### src/logic/srwsup_pkg.sv
/*
 * Package for the supply reset and watchdog supervisor: timing constants,
 * reset values and the carrier structs for its inputs and outputs.
 * Assumes a 100 MHz core_clk that runs freely from a local time base.
 */
package srwsup_pkg;

	localparam int unsigned CLK_HZ = 100_000_000;
	// Reset stretch after supply recovery or release of manual reset.
	localparam int unsigned RST_TIMEOUT_MS = 200;
	localparam int unsigned RST_TIMEOUT_CYC = RST_TIMEOUT_MS * (CLK_HZ / 1000);
	// Watchdog timeout, nominal figure.
	localparam int unsigned WD_TIMEOUT_MS = 1600;
	localparam int unsigned WD_TIMEOUT_CYC = WD_TIMEOUT_MS * (CLK_HZ / 1000);
	// Shortest kick pulse the input must catch.
	localparam int unsigned KICK_MIN_NS = 50;
	localparam int unsigned KICK_MIN_CYC =
		(KICK_MIN_NS * (CLK_HZ / 1_000_000) + 999) / 1000;
	localparam int unsigned CNT_W = 28;
	localparam int unsigned SYNC_STAGES = 2;
	localparam logic [1:0] SYNC_RST_HI = 2'h3;
	localparam logic [1:0] SYNC_RST_LO = 2'h0;
	localparam logic RST_ACTIVE_RESET_VAL = 1'h1;
	localparam logic WD_FLAG_RESET_VAL = 1'h0;

	typedef enum logic [2:0] {
		SRWSUP_HOLD = 3'h1,
		SRWSUP_STRETCH = 3'h2,
		SRWSUP_RUN = 3'h4
	} srwsup_rst_state_e;

	typedef struct packed {
		logic supply_low;
		logic power_fail_below;
		logic kick_tristated;
	} srwsup_sense_s;

	typedef struct packed {
		logic reset_out_n;
		logic reset_out;
		logic watchdog_flag_out;
		logic power_fail_warn_out;
	} srwsup_out_s;

endpackage : srwsup_pkg

### src/logic/srwsup_sync.sv
/*
 * Two-stage synchroniser for a single asynchronous pin.
 * Assumes the pin may change at any time relative to core_clk.
 */
`timescale 1ns/100ps
`default_nettype none
module srwsup_sync #(
	parameter logic RESET_VAL = 1'h0
) (
	input wire logic core_clk,
	input wire logic rstn,
	input wire logic pin_in,
	output logic sync_out
);
	logic [1:0] chain_q;
	logic [1:0] chain_d;

	always_comb begin
		chain_d = {chain_q[0], pin_in};
	end

	always_ff @(posedge core_clk or negedge rstn) begin
		if (!rstn) begin
			chain_q <= {2{RESET_VAL}};
		end else begin
			chain_q <= chain_d;
		end
	end

	assign sync_out = chain_q[1];
endmodule : srwsup_sync
`default_nettype wire

### src/logic/srwsup_top.sv
/*
 * Supply supervisor: stretched processor reset from supply-low and manual
 * reset, an independent watchdog cleared by kick edges, and a pass-through
 * of the power-fail comparison. Assumes sense flags arrive already
 * synchronised to core_clk and that core_clk runs from an internal time
 * base that keeps running while the supply is low.
 */
`timescale 1ns/100ps
`default_nettype none
// Overview of operation
// - Reset held while supply is low
// - Reset held 200ms after supply recovers
// - Brownout reasserts reset, then 200ms stretch
// - New interruption restarts the full timeout
// - Active-low and active-high reset, exact inverses
// - Power-fail warning follows comparator only
// - Manual reset triggers debounced reset pulse (code only synchronises the pin, no debounce filter)
// - Undriven manual reset reads inactive high
// - Unkicked watchdog drives flag low
// - Watchdog cleared during reset or three-state
// - Watchdog counts once released and driven
// - Kick pulses of 50ns are caught
// - Flag low with reset on supply low
// - Floating kick disables watchdog, flag is low-line
// - Timeout flag latches; low-line release immediate
// - Both kick edges clear the watchdog
// - Manual reset release adds 200ms stretch
module srwsup_top #(
	parameter int unsigned RST_CYC = srwsup_pkg::RST_TIMEOUT_CYC,
	parameter int unsigned WD_CYC = srwsup_pkg::WD_TIMEOUT_CYC
) (
	input wire logic core_clk,
	input wire logic rstn,
	input wire srwsup_pkg::srwsup_sense_s sense_in,
	input wire logic manual_reset_in_n,
	input wire logic watchdog_kick_in,
	output srwsup_pkg::srwsup_out_s flags_out
);
	logic mr_n_s;
	logic kick_s;
	logic kick_prev_q;
	logic kick_prev_d;
	logic kick_edge;
	logic hold_cond;
	srwsup_pkg::srwsup_rst_state_e st_q;
	srwsup_pkg::srwsup_rst_state_e st_d;
	logic [srwsup_pkg::CNT_W-1:0] rcnt_q;
	logic [srwsup_pkg::CNT_W-1:0] rcnt_d;
	logic [srwsup_pkg::CNT_W-1:0] wcnt_q;
	logic [srwsup_pkg::CNT_W-1:0] wcnt_d;
	logic wd_to_q;
	logic wd_to_d;
	srwsup_pkg::srwsup_out_s out_q;
	srwsup_pkg::srwsup_out_s out_d;

	// Manual reset resets high so an unconnected pin is inactive.
	srwsup_sync #(.RESET_VAL(1'h1)) u_mr_sync (
		.core_clk(core_clk),
		.rstn(rstn),
		.pin_in(manual_reset_in_n),
		.sync_out(mr_n_s)
	);

	// Sampling at 10 ns catches a 50 ns pulse at least four times.
	srwsup_sync #(.RESET_VAL(1'h0)) u_kick_sync (
		.core_clk(core_clk),
		.rstn(rstn),
		.pin_in(watchdog_kick_in),
		.sync_out(kick_s)
	);

	assign hold_cond = sense_in.supply_low | ~mr_n_s;
	assign kick_edge = kick_s ^ kick_prev_q;

	function automatic logic [srwsup_pkg::CNT_W-1:0] cnt_inc(
		input logic [srwsup_pkg::CNT_W-1:0] v);
		cnt_inc = v + {{(srwsup_pkg::CNT_W-1){1'b0}}, 1'b1};
	endfunction : cnt_inc

	// Reset sequencing.
	always_comb begin
		st_d = st_q;
		rcnt_d = rcnt_q;
		case (st_q)
			srwsup_pkg::SRWSUP_HOLD: begin
				rcnt_d = '0;
				if (!hold_cond) begin
					st_d = srwsup_pkg::SRWSUP_STRETCH;
				end
			end
			srwsup_pkg::SRWSUP_STRETCH: begin
				if (hold_cond) begin
					st_d = srwsup_pkg::SRWSUP_HOLD;
					rcnt_d = '0;
				end else if (rcnt_q == RST_CYC[srwsup_pkg::CNT_W-1:0] - 1'b1) begin
					st_d = srwsup_pkg::SRWSUP_RUN;
					rcnt_d = '0;
				end else begin
					rcnt_d = cnt_inc(rcnt_q);
				end
			end
			srwsup_pkg::SRWSUP_RUN: begin
				if (hold_cond) begin
					st_d = srwsup_pkg::SRWSUP_HOLD;
				end
			end
			default: begin
				st_d = srwsup_pkg::SRWSUP_HOLD;
				rcnt_d = '0;
			end
		endcase
	end

	always_ff @(posedge core_clk or negedge rstn) begin
		if (!rstn) begin
			st_q <= srwsup_pkg::SRWSUP_HOLD;
			rcnt_q <= '0;
		end else begin
			st_q <= st_d;
			rcnt_q <= rcnt_d;
		end
	end

	// Watchdog. The timeout flag latches until the next clearing event.
	always_comb begin
		kick_prev_d = kick_s;
		wcnt_d = wcnt_q;
		wd_to_d = wd_to_q;
		if (st_q != srwsup_pkg::SRWSUP_RUN || hold_cond ||
				sense_in.kick_tristated) begin
			wcnt_d = '0;
			wd_to_d = 1'b0;
		end else if (kick_edge) begin
			wcnt_d = '0;
			wd_to_d = 1'b0;
		end else if (wcnt_q == WD_CYC[srwsup_pkg::CNT_W-1:0] - 1'b1) begin
			wd_to_d = 1'b1;
		end else begin
			wcnt_d = cnt_inc(wcnt_q);
		end
	end

	always_ff @(posedge core_clk or negedge rstn) begin
		if (!rstn) begin
			kick_prev_q <= 1'b0;
			wcnt_q <= '0;
			wd_to_q <= 1'b0;
		end else begin
			kick_prev_q <= kick_prev_d;
			wcnt_q <= wcnt_d;
			wd_to_q <= wd_to_d;
		end
	end

	// Outputs. Reset follows hold_cond in the same cycle as the state.
	always_comb begin
		out_d.reset_out_n = (st_d == srwsup_pkg::SRWSUP_RUN);
		out_d.reset_out = (st_d != srwsup_pkg::SRWSUP_RUN);
		// Low-line needs no stretch, so it releases with the supply.
		out_d.watchdog_flag_out = ~(sense_in.supply_low | wd_to_d);
		out_d.power_fail_warn_out = ~sense_in.power_fail_below;
	end

	always_ff @(posedge core_clk or negedge rstn) begin
		if (!rstn) begin
			out_q.reset_out_n <= ~srwsup_pkg::RST_ACTIVE_RESET_VAL;
			out_q.reset_out <= srwsup_pkg::RST_ACTIVE_RESET_VAL;
			out_q.watchdog_flag_out <= srwsup_pkg::WD_FLAG_RESET_VAL;
			out_q.power_fail_warn_out <= 1'b1;
		end else begin
			out_q <= out_d;
		end
	end

	assign flags_out = out_q;

	// Checks.
	rst_inverse_a: assert property (@(posedge core_clk) disable iff (!rstn)
		flags_out.reset_out == ~flags_out.reset_out_n)
		else $error("reset outputs not inverse");
	supply_hold_a: assert property (@(posedge core_clk) disable iff (!rstn)
		sense_in.supply_low |=> !flags_out.reset_out_n)
		else $error("reset released while supply low");
	stretch_min_a: assert property (@(posedge core_clk) disable iff (!rstn)
		$rose(flags_out.reset_out_n) |-> st_q == srwsup_pkg::SRWSUP_RUN
		&& $past(st_q) == srwsup_pkg::SRWSUP_STRETCH)
		else $error("reset released without stretch");
	restart_a: assert property (@(posedge core_clk) disable iff (!rstn)
		(st_q == srwsup_pkg::SRWSUP_STRETCH && hold_cond) |=> rcnt_q == '0)
		else $error("timeout not restarted");
	wd_clear_a: assert property (@(posedge core_clk) disable iff (!rstn)
		(sense_in.kick_tristated || !flags_out.reset_out_n) |=> wcnt_q == '0)
		else $error("watchdog counting while disabled");
	kick_clear_a: assert property (@(posedge core_clk) disable iff (!rstn)
		kick_edge |=> wcnt_q == '0 && !wd_to_q)
		else $error("kick edge did not clear watchdog");
	lowline_a: assert property (@(posedge core_clk) disable iff (!rstn)
		sense_in.supply_low |=> !flags_out.watchdog_flag_out)
		else $error("flag high during low supply");
	pfo_a: assert property (@(posedge core_clk) disable iff (!rstn)
		##1 flags_out.power_fail_warn_out == ~$past(sense_in.power_fail_below))
		else $error("power-fail warning mismatch");
	mr_a: assert property (@(posedge core_clk) disable iff (!rstn)
		!mr_n_s |=> !flags_out.reset_out_n)
		else $error("manual reset ignored");

	wd_fire_c: cover property (@(posedge core_clk) disable iff (!rstn)
		$rose(wd_to_q));
	rst_release_c: cover property (@(posedge core_clk) disable iff (!rstn)
		$rose(flags_out.reset_out_n));
	restart_c: cover property (@(posedge core_clk) disable iff (!rstn)
		st_q == srwsup_pkg::SRWSUP_STRETCH && hold_cond);
	mr_c: cover property (@(posedge core_clk) disable iff (!rstn)
		$fell(mr_n_s) && flags_out.reset_out_n);
endmodule : srwsup_top
`default_nettype wire

### config.mk
export PLATFORM = sky130hd
export DESIGN_NAME = srwsup_top
export DESIGN_NICKNAME = d
export VERILOG_FILES = /design/src/logic/srwsup_pkg.sv /design/src/logic/srwsup_sync.sv /design/src/logic/srwsup_top.sv
export SDC_FILE = /design/constraint.sdc
export NUM_CORES = 1
export LEC_CHECK = 0
export BUFFER_PORTS_ARGS = -buffer_cell sky130_fd_sc_hd__clkbuf_2
export CAP_MARGIN = 10
export CORE_MARGIN = 2
export CORE_UTILIZATION = 60
export DETAILED_ROUTE_END_ITERATION = 7
export GPL_ROUTABILITY_DRIVEN = 1
export MAX_ROUTING_LAYER = met4
export PLACE_DENSITY = 0.77
export SLEW_MARGIN = 30
export SYNTH_ARGS = -nofsm -noshare
export SYNTH_HDL_FRONTEND = slang
export SYNTH_SLANG_ARGS = --single-unit
### constraint.sdc
create_clock -name core_clk -period 6.14 [get_ports core_clk]
set_clock_uncertainty 0.2 [all_clocks]
set_input_delay 1.228 -clock core_clk [delete_from_list [all_inputs] [get_ports core_clk]]
set_output_delay 1.228 -clock core_clk [all_outputs]
set_load 0.01 [all_outputs]
; Yosys cells after proc, flatten, opt, wreduce, memory -nomap -nowiden
; Cells that the tools add are included.
; Widths: inputs -> output; s select.
[classes]
addsub = 2
n_eq_ne = 9
muxes = 14
n_bitwise = 6
n_reduce_logical = 2
[ops]
columns = op, n
row1 = $mux 28, 5
row2 = $add 28x1->28 const B, 2
row3 = $pmux 28 s2, 1
row4 = $eq 28x25->1 const B, 1
row5 = $eq 28x28->1 const B, 1
row6 = $mux 3, 4
row7 = $ne 3x3->1 const B, 3
row8 = $pmux 3 s3, 1
row9 = $eq 3x3->1 const B, 2
row10 = $eq 3x1->1 const B, 1
row11 = $eq 3x2->1 const B, 1
row12 = $mux 1, 3
row13 = $not 1->1, 3
row14 = $logic_or 1x1->1, 2
row15 = $or 1x1->1, 2
row16 = $xor 1x1->1, 1
[word_totals]
regBits = 69
out_inout_bits = 4
wordCells = 44

; Depth between registers and ports, before layout
; Gate-level depths: netlist (run 1).
[logic_depth]
word_depth = 7
mapped_depth = 7
depth_no_buf = 6

; Hierarchy
; A second synthesis (run 1) with hierarchy kept.
[unflattened]
hier_cells = 336
hier_area_um2 = 3420.8
[modules_own_cells]
columns = mod, instances, cells_per_inst, area_per_inst_um2
row1 = srwsup_top, 1, 332, 3318.2
row2 = srwsup_sync (u_mr_sync), 1, 2, 52.6
row3 = srwsup_sync (u_kick_sync), 1, 2, 50.0

; Worst setup path after synthesis (run 1)
; Ideal clock, no wire load.
[synth_timing]
path_type = input -> register
start = input port sense_in[2] (netlist name)
end = register wcnt_q[6] (netlist name)
setup_time_ns = 0.067
arrival_ns = 2.608
slack_ns = 3.265
cell_stages = 5
n_path_buf = 1
path_cell_list = nand2b_1 > or4_1 > buf_2 > or4_1 > nand2_1
[synth_between]
elab_chain_cells = 4
elab_cells_between_ends = 5
[synth_lines]
columns = element, line
row1 = start: declaration, srwsup_top.sv:34  ; input wire srwsup_pkg::srwsup_sense_s sense_in,
row2 = $or 1x1->1 (*), srwsup_top.sv:72  ; assign hold_cond = sense_in.supply_low | ~mr_n_s;
row3 = $logic_or 1x1->1 (*) (2 in a row), srwsup_top.sv:129  ; if (st_q != srwsup_pkg::SRWSUP_RUN || hold_cond ||
row4 = $ne 3x3->1 (no source line) or $mux 28 (tied branches), -
row5 = end signal: assignment, srwsup_top.sv:150  ; wcnt_q <= wcnt_d;
row6 = end: declaration, srwsup_top.sv:49  ; logic [srwsup_pkg::CNT_W-1:0] wcnt_q;
; Every way passes the cells marked *; elsewhere a longest branch is shown, timed or not.
; A chain may end at the register's enable or synchronous reset.

; Worst setup path in the final report (run 1)
; Same ends and word-level chain as after synthesis.

==> results.rst, run 1 <==
.. list-table::
   :header-rows: 1

   * - Metric
     - Value
   * - Most used routing layer in global routing
     - met2
   * - Most numerous cell on the critical path
     - sky130_fd_sc_hd__or4_1
   * - Total design power
     - 868 uW
   * - Maximum clock frequency
     - 0.322 GHz
   * - Worst Hold Path Cells
     - 0
   * - Clock slew at the register clock pins of the worst setup and hold paths
     - roughly 0.070 ns
   * - Mean instance size in the synthesized netlist
     - 9.84 um^2
   * - Worst path arrival time
     - 3.19 ns
   * - CP required
     - 6.23 ns
   * - Global-route wire length before repair
     - 11300 um
   * - Crit Reg-Reg Startpoint
     - st_q[1]
   * - Wirelength per Cell
     - 15.2 um
   * - Initial antenna violation count
     - 0
   * - Fraction of layout instances using a drive strength above 1
     - between 10% and 20%
   * - Number of vias per cell
     - between 5 and 6
   * - Worst skew pair latency
     - about 0.35 ns
   * - DRT Pass-1 Iters
     - 4
   * - Number of cell instances on the worst register-to-register path
     - 4
   * - Horizontal die dimension
     - roughly 80 um
   * - Number of setup violations in the final report
     - 0
   * - Number of cells in the design after placement
     - 421
   * - Starting density of the core
     - 62.2%
   * - Post-layout instance count excluding filler cells
     - 437
   * - Power per Cell Area
     - between 200 and 250 nW/um^2
   * - Hold Startpoint
     - u_mr_sync.chain_q[0]
   * - Slowest Stage Delay on Critical Path
     - 0.94 ns
   * - Antenna cell count
     - 0
   * - Minimum setup slack among reg-to-reg paths
     - 3.30 ns
   * - Clk sink count
     - 69
   * - Clock root buffer
     - sky130_fd_sc_hd__clkbuf_8
   * - Core Box Area
     - between 5000 and 6000 um^2
   * - RSZ-0062 raised after global routing
     - false
   * - DRC violation count after routing
     - 0
   * - Die Footprint
     - 6360 um^2
   * - Port bufs
     - 10
   * - Number of CTS-inserted buffers
     - 9
   * - Primary FF master, synth
     - sky130_fd_sc_hd__dfrtp_1
   * - Run status
     - finished clean
   * - Largest net degree at the start of global routing
     - 70
   * - Register bit total from synthesis
     - 69
   * - Terminating pin of the worst hold path
     - u_mr_sync.chain_q[1]
   * - Post-synth EDFFs
     - 0
   * - Setup Crit Path Kind
     - in2reg
   * - IO Pins
     - 11
   * - Die Height
     - 79.8 um
   * - Number of maximum-capacitance violations
     - 0
   * - Sum of overflow across all layers after global routing
     - 0
   * - GR met1 Demand/Resource
     - 31.9%
   * - Path class of the lowest-slack min-delay path
     - reg2reg
   * - Post-CTS Hold Buffers
     - 0
   * - CTS tree
     - done
   * - Fin. max-slew vios
     - 0
   * - Row cnt
     - 27
   * - Static leakage
     - 1.45 nW
   * - Maximum net fanout on the critical path
     - 25
   * - Post-cts repair resize count
     - 0
   * - Total via count in the routed design
     - about 2600
   * - Slew at the pin closest to its max-slew limit
     - 0.931 ns
   * - Area grow syn2layout
     - 9.04%
   * - GRT met3 Usage
     - 3.85%
   * - Crit path time final
     - 3.10 ns
   * - Destination of the worst register-to-register timing path
     - wcnt_q[6]
   * - Weighted congestion reported at the end of routability-driven placement
     - 0.865
   * - Distinct cells, synth
     - 47
   * - Drt first-iter violations
     - 217
   * - DP Wirelength
     - 4230 um
   * - Antenna viol nets, final
     - 0
   * - Instance count of the mapped netlist
     - 350
   * - Startpoint types
     - input port
   * - Final Hold Vio Count
     - 0
   * - Share of synthesized flip-flops with an asynchronous set or reset
     - 100%
   * - Cell with the largest stage delay on the worst path
     - sky130_fd_sc_hd__or4_1
   * - Maximum buffer depth of the clock tree
     - 2
   * - Peak ir drop on the vdd network
     - 0.000166 V
   * - Detailed-route wire length
     - 6630 um
   * - Worst slew slack as a fraction of its limit
     - 37.5%
   * - Post-CTS setup buffers
     - 0
   * - Share of the clock period used by the worst path
     - 50.6%
   * - Number of filler cells placed in the layout
     - 439
   * - Sequential-to-total area share from yosys stat
     - 50.3%
   * - Global router's overall resource usage
     - between 20% and 30%
   * - Total nets after synthesis
     - around 360
   * - Sequence of cells on the critical path
     - clkbuf_2 -> nand2b_1 -> or4_1 -> or4_1 -> nand2_1
   * - Critical Path End Type
     - flop
   * - Total of warnings raised by yosys
     - 0
   * - Met2 layer usage reported by global route
     - a little over a third
   * - Vias in the first global route
     - 2491
   * - Area of the mapped netlist
     - 3440 um^2
   * - Count of nets after finishing
     - 369
   * - Level count of the clock H-tree
     - 3
   * - Summed negative setup slack over all endpoints
     - 0 ns
## logic make-up after synthesis
group | count (synthesis) | synth area share, %
mux | 3 | 0.908
compound gates | 34 | 6.21
flops | 69 | 50.3
simple gates | 182 | 29.0
buf+inv | 19 | 2.47
xor+xnor | 41 | 10.4
fa+ha+maj | 2 | 0.726
## metal layers
metal | vias to the layer above | part of all wire (%) | wire [um]
li1 | 1266 | - | -
met1 | 1257 | 48 | 3150
met2 | 60 | 46 | 3070
met3 | 14 | 3.9 | 256
met4 | 0 | 2.3 | 151
met5 | - | 0 | 0
## worst max path at each step
stage / from / end / cells past startpoint
CTS: sense_in[2] / wcnt_q[6] / 5
finish: sense_in[2] / wcnt_q[6] / 5
global placement: sense_in[2] / wcnt_q[6] / 5
global route: sense_in[2] / wcnt_q[6] / 5
detailed placement: sense_in[2] / wcnt_q[6] / 5
floorplan: sense_in[2] / wcnt_q[6] / 5
## layout by cell type, fill, tap and decap left out, types with 2 or more instances in the layout
cell / Yosys / routed
sky130_fd_sc_hd__a21oi_1: 9 / 9
sky130_fd_sc_hd__a31oi_1: 2 / 2
sky130_fd_sc_hd__and2_1: 2 / 2
sky130_fd_sc_hd__and3_1: 7 / 7
sky130_fd_sc_hd__and4_1: 7 / 7
sky130_fd_sc_hd__buf_4: 0 / 2
sky130_fd_sc_hd__clkbuf_2: 0 / 9
sky130_fd_sc_hd__clkbuf_8: 0 / 12
sky130_fd_sc_hd__dfrtp_1: 64 / 64
sky130_fd_sc_hd__dfstp_2: 5 / 5
sky130_fd_sc_hd__ha_1: 2 / 2
sky130_fd_sc_hd__inv_1: 5 / 5
sky130_fd_sc_hd__mux2i_1: 2 / 2
sky130_fd_sc_hd__nand2_1: 19 / 19
sky130_fd_sc_hd__nand3_1: 20 / 20
sky130_fd_sc_hd__nand4_1: 16 / 16
sky130_fd_sc_hd__nand4b_1: 2 / 2
sky130_fd_sc_hd__nor2_1: 52 / 52
sky130_fd_sc_hd__nor3_1: 14 / 14
sky130_fd_sc_hd__nor4_1: 9 / 9
sky130_fd_sc_hd__nor4b_1: 4 / 4
sky130_fd_sc_hd__o21a_1: 4 / 4
sky130_fd_sc_hd__o21ai_0: 8 / 8
sky130_fd_sc_hd__o21ai_1: 3 / 3
sky130_fd_sc_hd__o31ai_1: 3 / 3
sky130_fd_sc_hd__or2_1: 2 / 2
sky130_fd_sc_hd__or2_2: 3 / 3
sky130_fd_sc_hd__or3_1: 8 / 8
sky130_fd_sc_hd__or4_1: 8 / 8
sky130_fd_sc_hd__xnor2_1: 18 / 18
sky130_fd_sc_hd__xor2_1: 23 / 23
## metrics by stage
step / hold WS [ns] / util, % / instance area, um^2 / setup WS (ns)
after floorplan: 0.131 / - / 3440 / 3.26
after global placement: 0.135 / 63.9 / 3540 / 2.75
after detailed placement: 0.141 / 63.9 / 3540 / 2.68
after CTS: 0.161 / 67.7 / 3750 / 3.04
after global routing: 0.169 / 67.8 / 3760 / 2.95
final: 0.163 / 67.8 / 3760 / 3.04
## report_power, final
| group | leakage [nW] | switching [mW] | internal [mW] |
|---|---|---|---|
| sequential | 0.937 | 0.00279 | 0.459 |
| combinational | 0.407 | 0.0124 | 0.00489 |
| clock | 0.106 | 0.169 | 0.220 |
| total | 1.45 | 0.184 | 0.684 |
## flip-flops by register name (all words and copies together) (netlist names)
name	flops
st_q	3
u_mr_sync.chain_q	2
flags_out	4
wd_to_q	1
kick_prev_q	1
u_kick_sync.chain_q	2
rcnt_q	28
wcnt_q	28
## layout make-up
cell class	count	area (um^2)	share of cell area, %
Sequential cell	69	1730	46.1
Timing Repair Buffer	13	76.3	2.03
Clock inverter	3	42.5	1.13
Tap cell	72	90.1	2.40
Clock buffer	13	169	4.50
Inverter	5	18.8	0.500
Multi-Input combinational cell	262	1630	43.3
## synthesized netlist by cell type, types with 4 or more instances
library cell	number	area (um^2)
sky130_fd_sc_hd__dfrtp_1	64	1600
sky130_fd_sc_hd__nor2_1	52	195
sky130_fd_sc_hd__xor2_1	23	201
sky130_fd_sc_hd__nand3_1	20	100
sky130_fd_sc_hd__nand2_1	19	71.3
sky130_fd_sc_hd__xnor2_1	18	158
sky130_fd_sc_hd__nand4_1	16	100
sky130_fd_sc_hd__nor3_1	14	70.1
sky130_fd_sc_hd__a21oi_1	9	45.0
sky130_fd_sc_hd__nor4_1	9	56.3
sky130_fd_sc_hd__o21ai_0	8	40.0
sky130_fd_sc_hd__or3_1	8	50.1
sky130_fd_sc_hd__or4_1	8	60.1
sky130_fd_sc_hd__and3_1	7	43.8
sky130_fd_sc_hd__and4_1	7	61.3
sky130_fd_sc_hd__clkbuf_1	7	26.3
sky130_fd_sc_hd__buf_2	5	25.0
sky130_fd_sc_hd__dfstp_2	5	131
sky130_fd_sc_hd__inv_1	5	18.8
sky130_fd_sc_hd__nor4b_1	4	35.0
sky130_fd_sc_hd__o21a_1	4	30.0
## worst max-delay path, delay by kind of cell
kind | cells | cell delay (ns)
AND/OR/NAND/NOR | 4 | 1.87
buffers and inverters | 1 | 0.09
(Power assumes the default switching activity.)
==> inputs of run 2 (changes only) <==
Clock period 6.14 ns to 3 ns, I/O delays scaled along.
==> run 2 against run 1 <==
  * Clock-buffer cell count fell by 1
  * Final cell count grew 1.1%
  * Flip-flop and latch count did not move
  * Non-clock buffer count rose by 5
  * Critical path depth did not move
  * Worst setup slack worse by 2.5 ns
  * Core utilization grew 0.50 points
  * Clock power up 92%
  * Combinational power grew 130%
  * Hold slack lost 0.068 ns
  * Wire length decreased by 2.7%
  * Critical path type is now reg2reg
  * Critical endpoint is now wcnt_q[21]
  * Highest routed layer unchanged
==> results.rst, run 2 (same netlist as run 1, synthesis figures left out) <==
.. list-table::
   :header-rows: 1

   * - Metric
     - Value
   * - Number of vias per cell
     - between 5 and 6
   * - Post-CTS Hold Buffers
     - 0
   * - RSZ-0062 raised after global routing
     - false
   * - Antenna viol nets, final
     - 0
   * - Initial antenna violation count
     - 0
   * - Fraction of layout instances using a drive strength above 1
     - 12.2%
   * - Startpoint types
     - flop
   * - Total via count in the routed design
     - 2586
   * - CTS tree
     - done
   * - Fin. max-slew vios
     - 0
   * - Slew at the pin closest to its max-slew limit
     - 0.668 ns
   * - DRT Pass-1 Iters
     - 4
   * - Commonest non-fill, non-tap cell in the layout
     - sky130_fd_sc_hd__dfrtp_1
   * - DRC violation count after routing
     - 0
   * - Sum of overflow across all layers after global routing
     - 0
   * - Path class of the lowest-slack min-delay path
     - in2async
   * - Post-cts repair resize count
     - 0
   * - Summed negative setup slack over all endpoints
     - 0 ns
   * - Slowest Stage Delay on Critical Path
     - 0.60 ns
   * - Area grow syn2layout
     - 9.84%
   * - Starting density of the core
     - between 60% and 70%
   * - Worst skew pair latency
     - 0.33 ns
   * - DP Wirelength
     - 4350 um
   * - Global-route wire length before repair
     - 11800 um
   * - Die Footprint
     - 6360 um^2
   * - Count of nets after finishing
     - approximately 370
   * - IO Pins
     - 11
   * - Total design power
     - 1.73 mW
   * - Core Box Area
     - 5540 um^2
   * - Die Height
     - 79.8 um
   * - Antenna cell count
     - 0
   * - Horizontal die dimension
     - 79.8 um
   * - Clk sink count
     - 69
   * - Critical Path End Type
     - flop
   * - Setup Crit Path Kind
     - reg2reg
   * - Worst path arrival time
     - 2.51 ns
   * - Worst slew slack as a fraction of its limit
     - 55.1%
   * - Wirelength per Cell
     - around 15 um
   * - Maximum clock frequency
     - 0.408 GHz
   * - Final Hold Vio Count
     - 0
   * - Global router's overall resource usage
     - 24.5%
   * - Weighted congestion reported at the end of routability-driven placement
     - 0.902
   * - Level count of the clock H-tree
     - 3
   * - Leading cell types in the layout, fill and taps excluded
     - sky130_fd_sc_hd__dfrtp_1 (64), sky130_fd_sc_hd__nor2_1 (52), sky130_fd_sc_hd__xor2_1 (23), sky130_fd_sc_hd__nand3_1 (20), sky130_fd_sc_hd__nand2_1 (19)
   * - Run status
     - finished clean
   * - Number of maximum-capacitance violations
     - 0
   * - Static leakage
     - about 1.5 nW
   * - Maximum buffer depth of the clock tree
     - 2
   * - Number of setup violations in the final report
     - 0
   * - CP delay by family, top
     - simple AND/OR/NAND/NOR gates
   * - Share of the clock period used by the worst path
     - 81.7%
   * - Power per Cell Area
     - 457 nW/um^2
   * - Detailed-route wire length
     - approximately 6400 um
   * - Post-CTS setup buffers
     - 0
   * - Crit path time final
     - 2.45 ns
   * - Row cnt
     - 27
   * - Clock slew at the register clock pins of the worst setup and hold paths
     - roughly 0.07 ns
   * - Buf+Inv Stages, Crit Path
     - 0
   * - Maximum net fanout on the critical path
     - 16
   * - Sequence of cells on the critical path
     - nand4_1 -> or2_1 -> or4_1 -> or3_1 -> a21oi_1
   * - Vias in the first global route
     - 2603
   * - Cell with the largest stage delay on the worst path
     - sky130_fd_sc_hd__or4_1
   * - Clock root buffer
     - sky130_fd_sc_hd__clkbuf_8
   * - Number of CTS-inserted buffers
     - 9
   * - Port bufs
     - 10
   * - Drt first-iter violations
     - 149
   * - CP required
     - 3.06 ns
   * - Peak ir drop on the vdd network
     - 0.000366 V
   * - Largest net degree at the start of global routing
     - 28
run 2: worst reg2reg max path, delay by kind of cell, from the launching register on:
family,cells,cell delay (ns)
flops,1,0.43
simple gates,4,1.62
compound gates,1,0.14
run 2: metal layers:
layer	wire length (um)	global-route usage (%)	part of all wire, %	up-vias
met5	0	-	0	-
met4	71	10.7	1.1	0
met3	251	4.75	3.9	6
met2	2950	34.5	46	54
met1	3170	35.0	49	1246
li1	-	-	-	1280
run 2: cell type report:
| class | count | area [um^2] |
|---|---|---|
| multi-input cells | 262 | 1630 |
| well taps | 72 | 90.1 |
| fillers | 440 | 1760 |
| clock inverters | 4 | 47.5 |
| repair buffers | 18 | 123 |
| inverters | 5 | 18.8 |
| flip-flops and latches | 69 | 1730 |
| clock buffers | 12 | 145 |
run 2: report_power, final:
group / internal (mW) / total [mW] / leakage [nW] / switching [mW]
combinational: 0.0122 / 0.0393 / 0.434 / 0.0271
sequential: 0.939 / 0.945 / 0.937 / 0.00586
clock: 0.405 / 0.747 / 0.0964 / 0.342
run 2: final timing paths:
kind | startpoint | to | slack [ns] | cells past startpoint
hold / removal | rstn | wcnt_q[5] | 0.09 | 1
setup reg to reg | wcnt_q[4] | wcnt_q[21] | 0.55 | 5
setup / recovery | wcnt_q[4] | wcnt_q[21] | 0.55 | 5
max in group asynchronous | rstn | u_mr_sync.chain_q[1] | 1.75 | 2
hold reg to reg | u_mr_sync.chain_q[0] | u_mr_sync.chain_q[1] | 0.16 | 0
min in group core_clk | manual_reset_in_n | u_mr_sync.chain_q[0] | 0.15 | 1
run 2: metrics by stage:
stage                     util (%)  setup slack, ns  std cells  instance area [um^2]  hold slack, ns
after floorplan                  -            0.683        350                  3440           0.104
after global placement        64.8            0.624        426                  3590           0.142
after detailed placement      64.8            0.592        426                  3590           0.147
after CTS                     68.3            0.555        442                  3780           0.103
after global routing          68.3            0.354        442                  3780           0.142
final                         68.3            0.549        442                  3780          0.0946
==> inputs of run 3 (changes only) <==
Settings changed: ABC_AREA set to 1.
Clock period 3 ns to 2.5 ns, I/O delays scaled along.
==> run 3 against run 2 <==
  * Fmax increased by 14%
  * Highest routed layer unchanged
  * Critical path depth increased by 5
  * First-iteration DRC count increased by 120%
  * Die area increased by 16%
  * Critical endpoint is now rcnt_q[19]
==> results.rst, run 3 <==
.. list-table::
   :header-rows: 1

   * - Metric
     - Value
   * - Startpoint types
     - flop
   * - Antenna cell count
     - 0
   * - Buf+Inv Stages, Crit Path
     - 1
   * - Area grow syn2layout
     - 9.01%
   * - Power per Cell Area
     - approximately 500 nW/um^2
   * - Initial antenna violation count
     - 0
   * - CP required
     - 2.53 ns
   * - DP Wirelength
     - 7320 um
   * - Instance count of the mapped netlist
     - just under 600
   * - Distinct cells, synth
     - 31
   * - Total via count in the routed design
     - around 3800
   * - Largest net degree at the start of global routing
     - 37
   * - Die Height
     - about 86 um
   * - Post-CTS setup buffers
     - 0
   * - Final Hold Vio Count
     - 0
   * - Global router's overall resource usage
     - 29.8%
   * - Area of the mapped netlist
     - 4040 um^2
   * - Weighted congestion reported at the end of routability-driven placement
     - around 1.0
   * - Number of vias per cell
     - 5.54
   * - Crit Reg-Reg Startpoint
     - rcnt_q[0]
   * - Clock slew at the register clock pins of the worst setup and hold paths
     - 0.07 ns
   * - Setup Crit Path Kind
     - reg2reg
   * - CTS tree
     - done
   * - Number of setup violations in the final report
     - 0
   * - Maximum buffer depth of the clock tree
     - 2
   * - Maximum net fanout on the critical path
     - 15
   * - Static leakage
     - 1.87 nW
   * - Core Box Area
     - around 6400 um^2
   * - Mean instance size in the synthesized netlist
     - 6.91 um^2
   * - Crit path time final
     - 2.14 ns
   * - Leading cell types by count after synthesis
     - sky130_fd_sc_hd__nand2_1 (158), sky130_fd_sc_hd__nor2_1 (137), sky130_fd_sc_hd__inv_1 (68)
   * - Fin. max-slew vios
     - 0
   * - Register bit total from synthesis
     - 69
   * - Total of warnings raised by yosys
     - 0
   * - Total design power
     - 2.19 mW
   * - Antenna viol nets, final
     - 0
   * - Primary FF master, synth
     - sky130_fd_sc_hd__dfrtp_1
   * - Post-synth EDFFs
     - 0
   * - Minimum setup slack among reg-to-reg paths
     - ~0.36 ns
   * - Path class of the lowest-slack min-delay path
     - in2reg
   * - Slowest Stage Delay on Critical Path
     - 0.39 ns
   * - Horizontal die dimension
     - ~86 um
   * - Count of nets after finishing
     - roughly 620
   * - Logic depth of the worst path, buffers included
     - 10
   * - Die Footprint
     - roughly 7400 um^2
   * - Detailed-route wire length
     - between 9000 and 10000 um
   * - DRC violation count after routing
     - 0
   * - Level count of the clock H-tree
     - 3
   * - Maximum clock frequency
     - 0.466 GHz
   * - Peak ir drop on the vdd network
     - 0.000469 V
   * - Sum of overflow across all layers after global routing
     - 0
   * - Number of cells in the design after placement
     - 671
   * - Critical Path End Type
     - flop
   * - Worst setup endpoint
     - rcnt_q[19]
   * - Total nets after synthesis
     - 594
   * - Worst slew slack as a fraction of its limit
     - 70.3%
   * - Port bufs
     - 10
   * - Count leader, synth
     - sky130_fd_sc_hd__nand2_1
   * - Placement Setup Slack
     - 0.392 ns
   * - Leading cell types in the layout, fill and taps excluded
     - sky130_fd_sc_hd__nand2_1 (158), sky130_fd_sc_hd__nor2_1 (137), sky130_fd_sc_hd__inv_1 (68), sky130_fd_sc_hd__dfrtp_1 (64), sky130_fd_sc_hd__nand3_1 (47)
   * - Summed negative setup slack over all endpoints
     - 0 ns
   * - Clock root buffer
     - sky130_fd_sc_hd__clkbuf_8
   * - Cell with the largest stage delay on the worst path
     - sky130_fd_sc_hd__dfrtp_1
   * - Share of synthesized flip-flops with an asynchronous set or reset
     - 100%
   * - Share of the clock period used by the worst path
     - 85.7%
   * - Drt first-iter violations
     - about 330
   * - Number of cell instances on the worst register-to-register path
     - 10
   * - Final worst-path setup slack
     - 0.356 ns
   * - Run status
     - finished clean
   * - Global-route wire length before repair
     - 16700 um
   * - Sequential-to-total area share from yosys stat
     - 42.9%
   * - Number of maximum-capacitance violations
     - 0
   * - Worst path arrival time
     - ~2.2 ns
   * - Number of CTS-inserted buffers
     - 9
   * - CP delay by family, top
     - simple AND/OR/NAND/NOR gates
   * - Area fraction of the dominant cell type after synthesis
     - roughly two fifths
   * - Row cnt
     - 29
   * - IO Pins
     - 11
   * - Final instance area
     - approximately 4400 um^2
   * - Vias in the first global route
     - 3505
   * - Destination of the worst register-to-register timing path
     - rcnt_q[19]
   * - Fraction of layout instances using a drive strength above 1
     - 9.49%
   * - Biggest area contributors in the synthesized netlist
     - sky130_fd_sc_hd__dfrtp_1 (40%), sky130_fd_sc_hd__nand2_1 (15%), sky130_fd_sc_hd__nor2_1 (13%)
   * - Worst skew pair latency
     - between 0.3 and 0.4 ns
   * - Wirelength per Cell
     - 14.0 um
   * - Clk sink count
     - between 60 and 70
   * - Biggest area consumer among synthesized cells
     - sky130_fd_sc_hd__dfrtp_1
   * - Slew at the pin closest to its max-slew limit
     - 0.445 ns
   * - Start point of the critical path
     - rcnt_q[0]
   * - Most numerous cell on the critical path
     - sky130_fd_sc_hd__nand2_1
   * - RSZ-0062 raised after global routing
     - false
   * - Post-layout instance count excluding filler cells
     - 688
   * - Commonest non-fill, non-tap cell in the layout
     - sky130_fd_sc_hd__nand2_1
   * - Cell area after placement
     - 4180 um^2
   * - Starting density of the core
     - 62.9%
   * - DRT Pass-1 Iters
     - 5
   * - Sequence of cells on the critical path
     - ha_1 -> nand2_1 -> nor2_1 -> nand2_1 -> nor2_1 -> nand2_1 -> nand2_1 -> nand2_2 -> inv_2 -> nor2_1
-- run 3: timing repair --
item                      CTS  global route
hold endpoints to repair    1             0
hold buffers                1             0
gates resized for setup     0             0
-- run 3: how the worst min path moves through the flow --
stage | from | to | slack [ns] | cells after the start
after floorplan | rstn | flags_out[1] | 0.004 | 0
after global placement | u_kick_sync.chain_q[0] | u_kick_sync.chain_q[1] | 0.14 | 0
after detailed placement | u_mr_sync.chain_q[0] | u_mr_sync.chain_q[1] | 0.15 | 0
after CTS | manual_reset_in_n | u_mr_sync.chain_q[0] | 0.03 | 1
after global routing | manual_reset_in_n | u_mr_sync.chain_q[0] | 0.02 | 1
final | manual_reset_in_n | u_mr_sync.chain_q[0] | 0.03 | 1
-- run 3: cells by family (layout without fill, tap and decap cells) --
group	Yosys count	count (layout)	synth area share (%)
buf+inv	77	103	7.74
simple gates	391	391	41.2
compound gates	33	33	4.77
fa+ha+maj	2	2	0.619
xor+xnor	13	13	2.82
flops	69	69	42.9
-- run 3: power by group --
group | internal, mW | switching [mW] | total (mW)
clock | 0.561 | 0.429 | 0.991
sequential | 1.13 | 0.00531 | 1.14
combinational | 0.0171 | 0.0481 | 0.0652
-- run 3: area by class of cell --
| type | count | area [um^2] |
|---|---|---|
| clock buffer | 10 | 128 |
| clock inverter | 6 | 88.8 |
| fill | 555 | 2020 |
| inverter | 71 | 267 |
| multi-input combinational | 439 | 1990 |
| sequential | 69 | 1730 |
| tap | 77 | 96.3 |
| timing repair buffer | 16 | 97.6 |
-- run 3: per-layer routing --
metal,track usage (%),vias up,wire length (um)
li1,-,1879,-
met1,44.8,1736,4710
met2,40.2,181,3920
met3,6.93,18,907
met4,7.65,0,126
met5,-,-,0
-- run 3: per-stage QoR --
stage          hold slack [ns]  utilization, %
6_report                0.0337            68.6
5_1_grt                 0.0211            68.6
4_1_cts                 0.0280            68.6
3_5_place_dp             0.149            65.0
3_3_place_gp             0.144            65.0
2_1_floorplan          0.00441               -
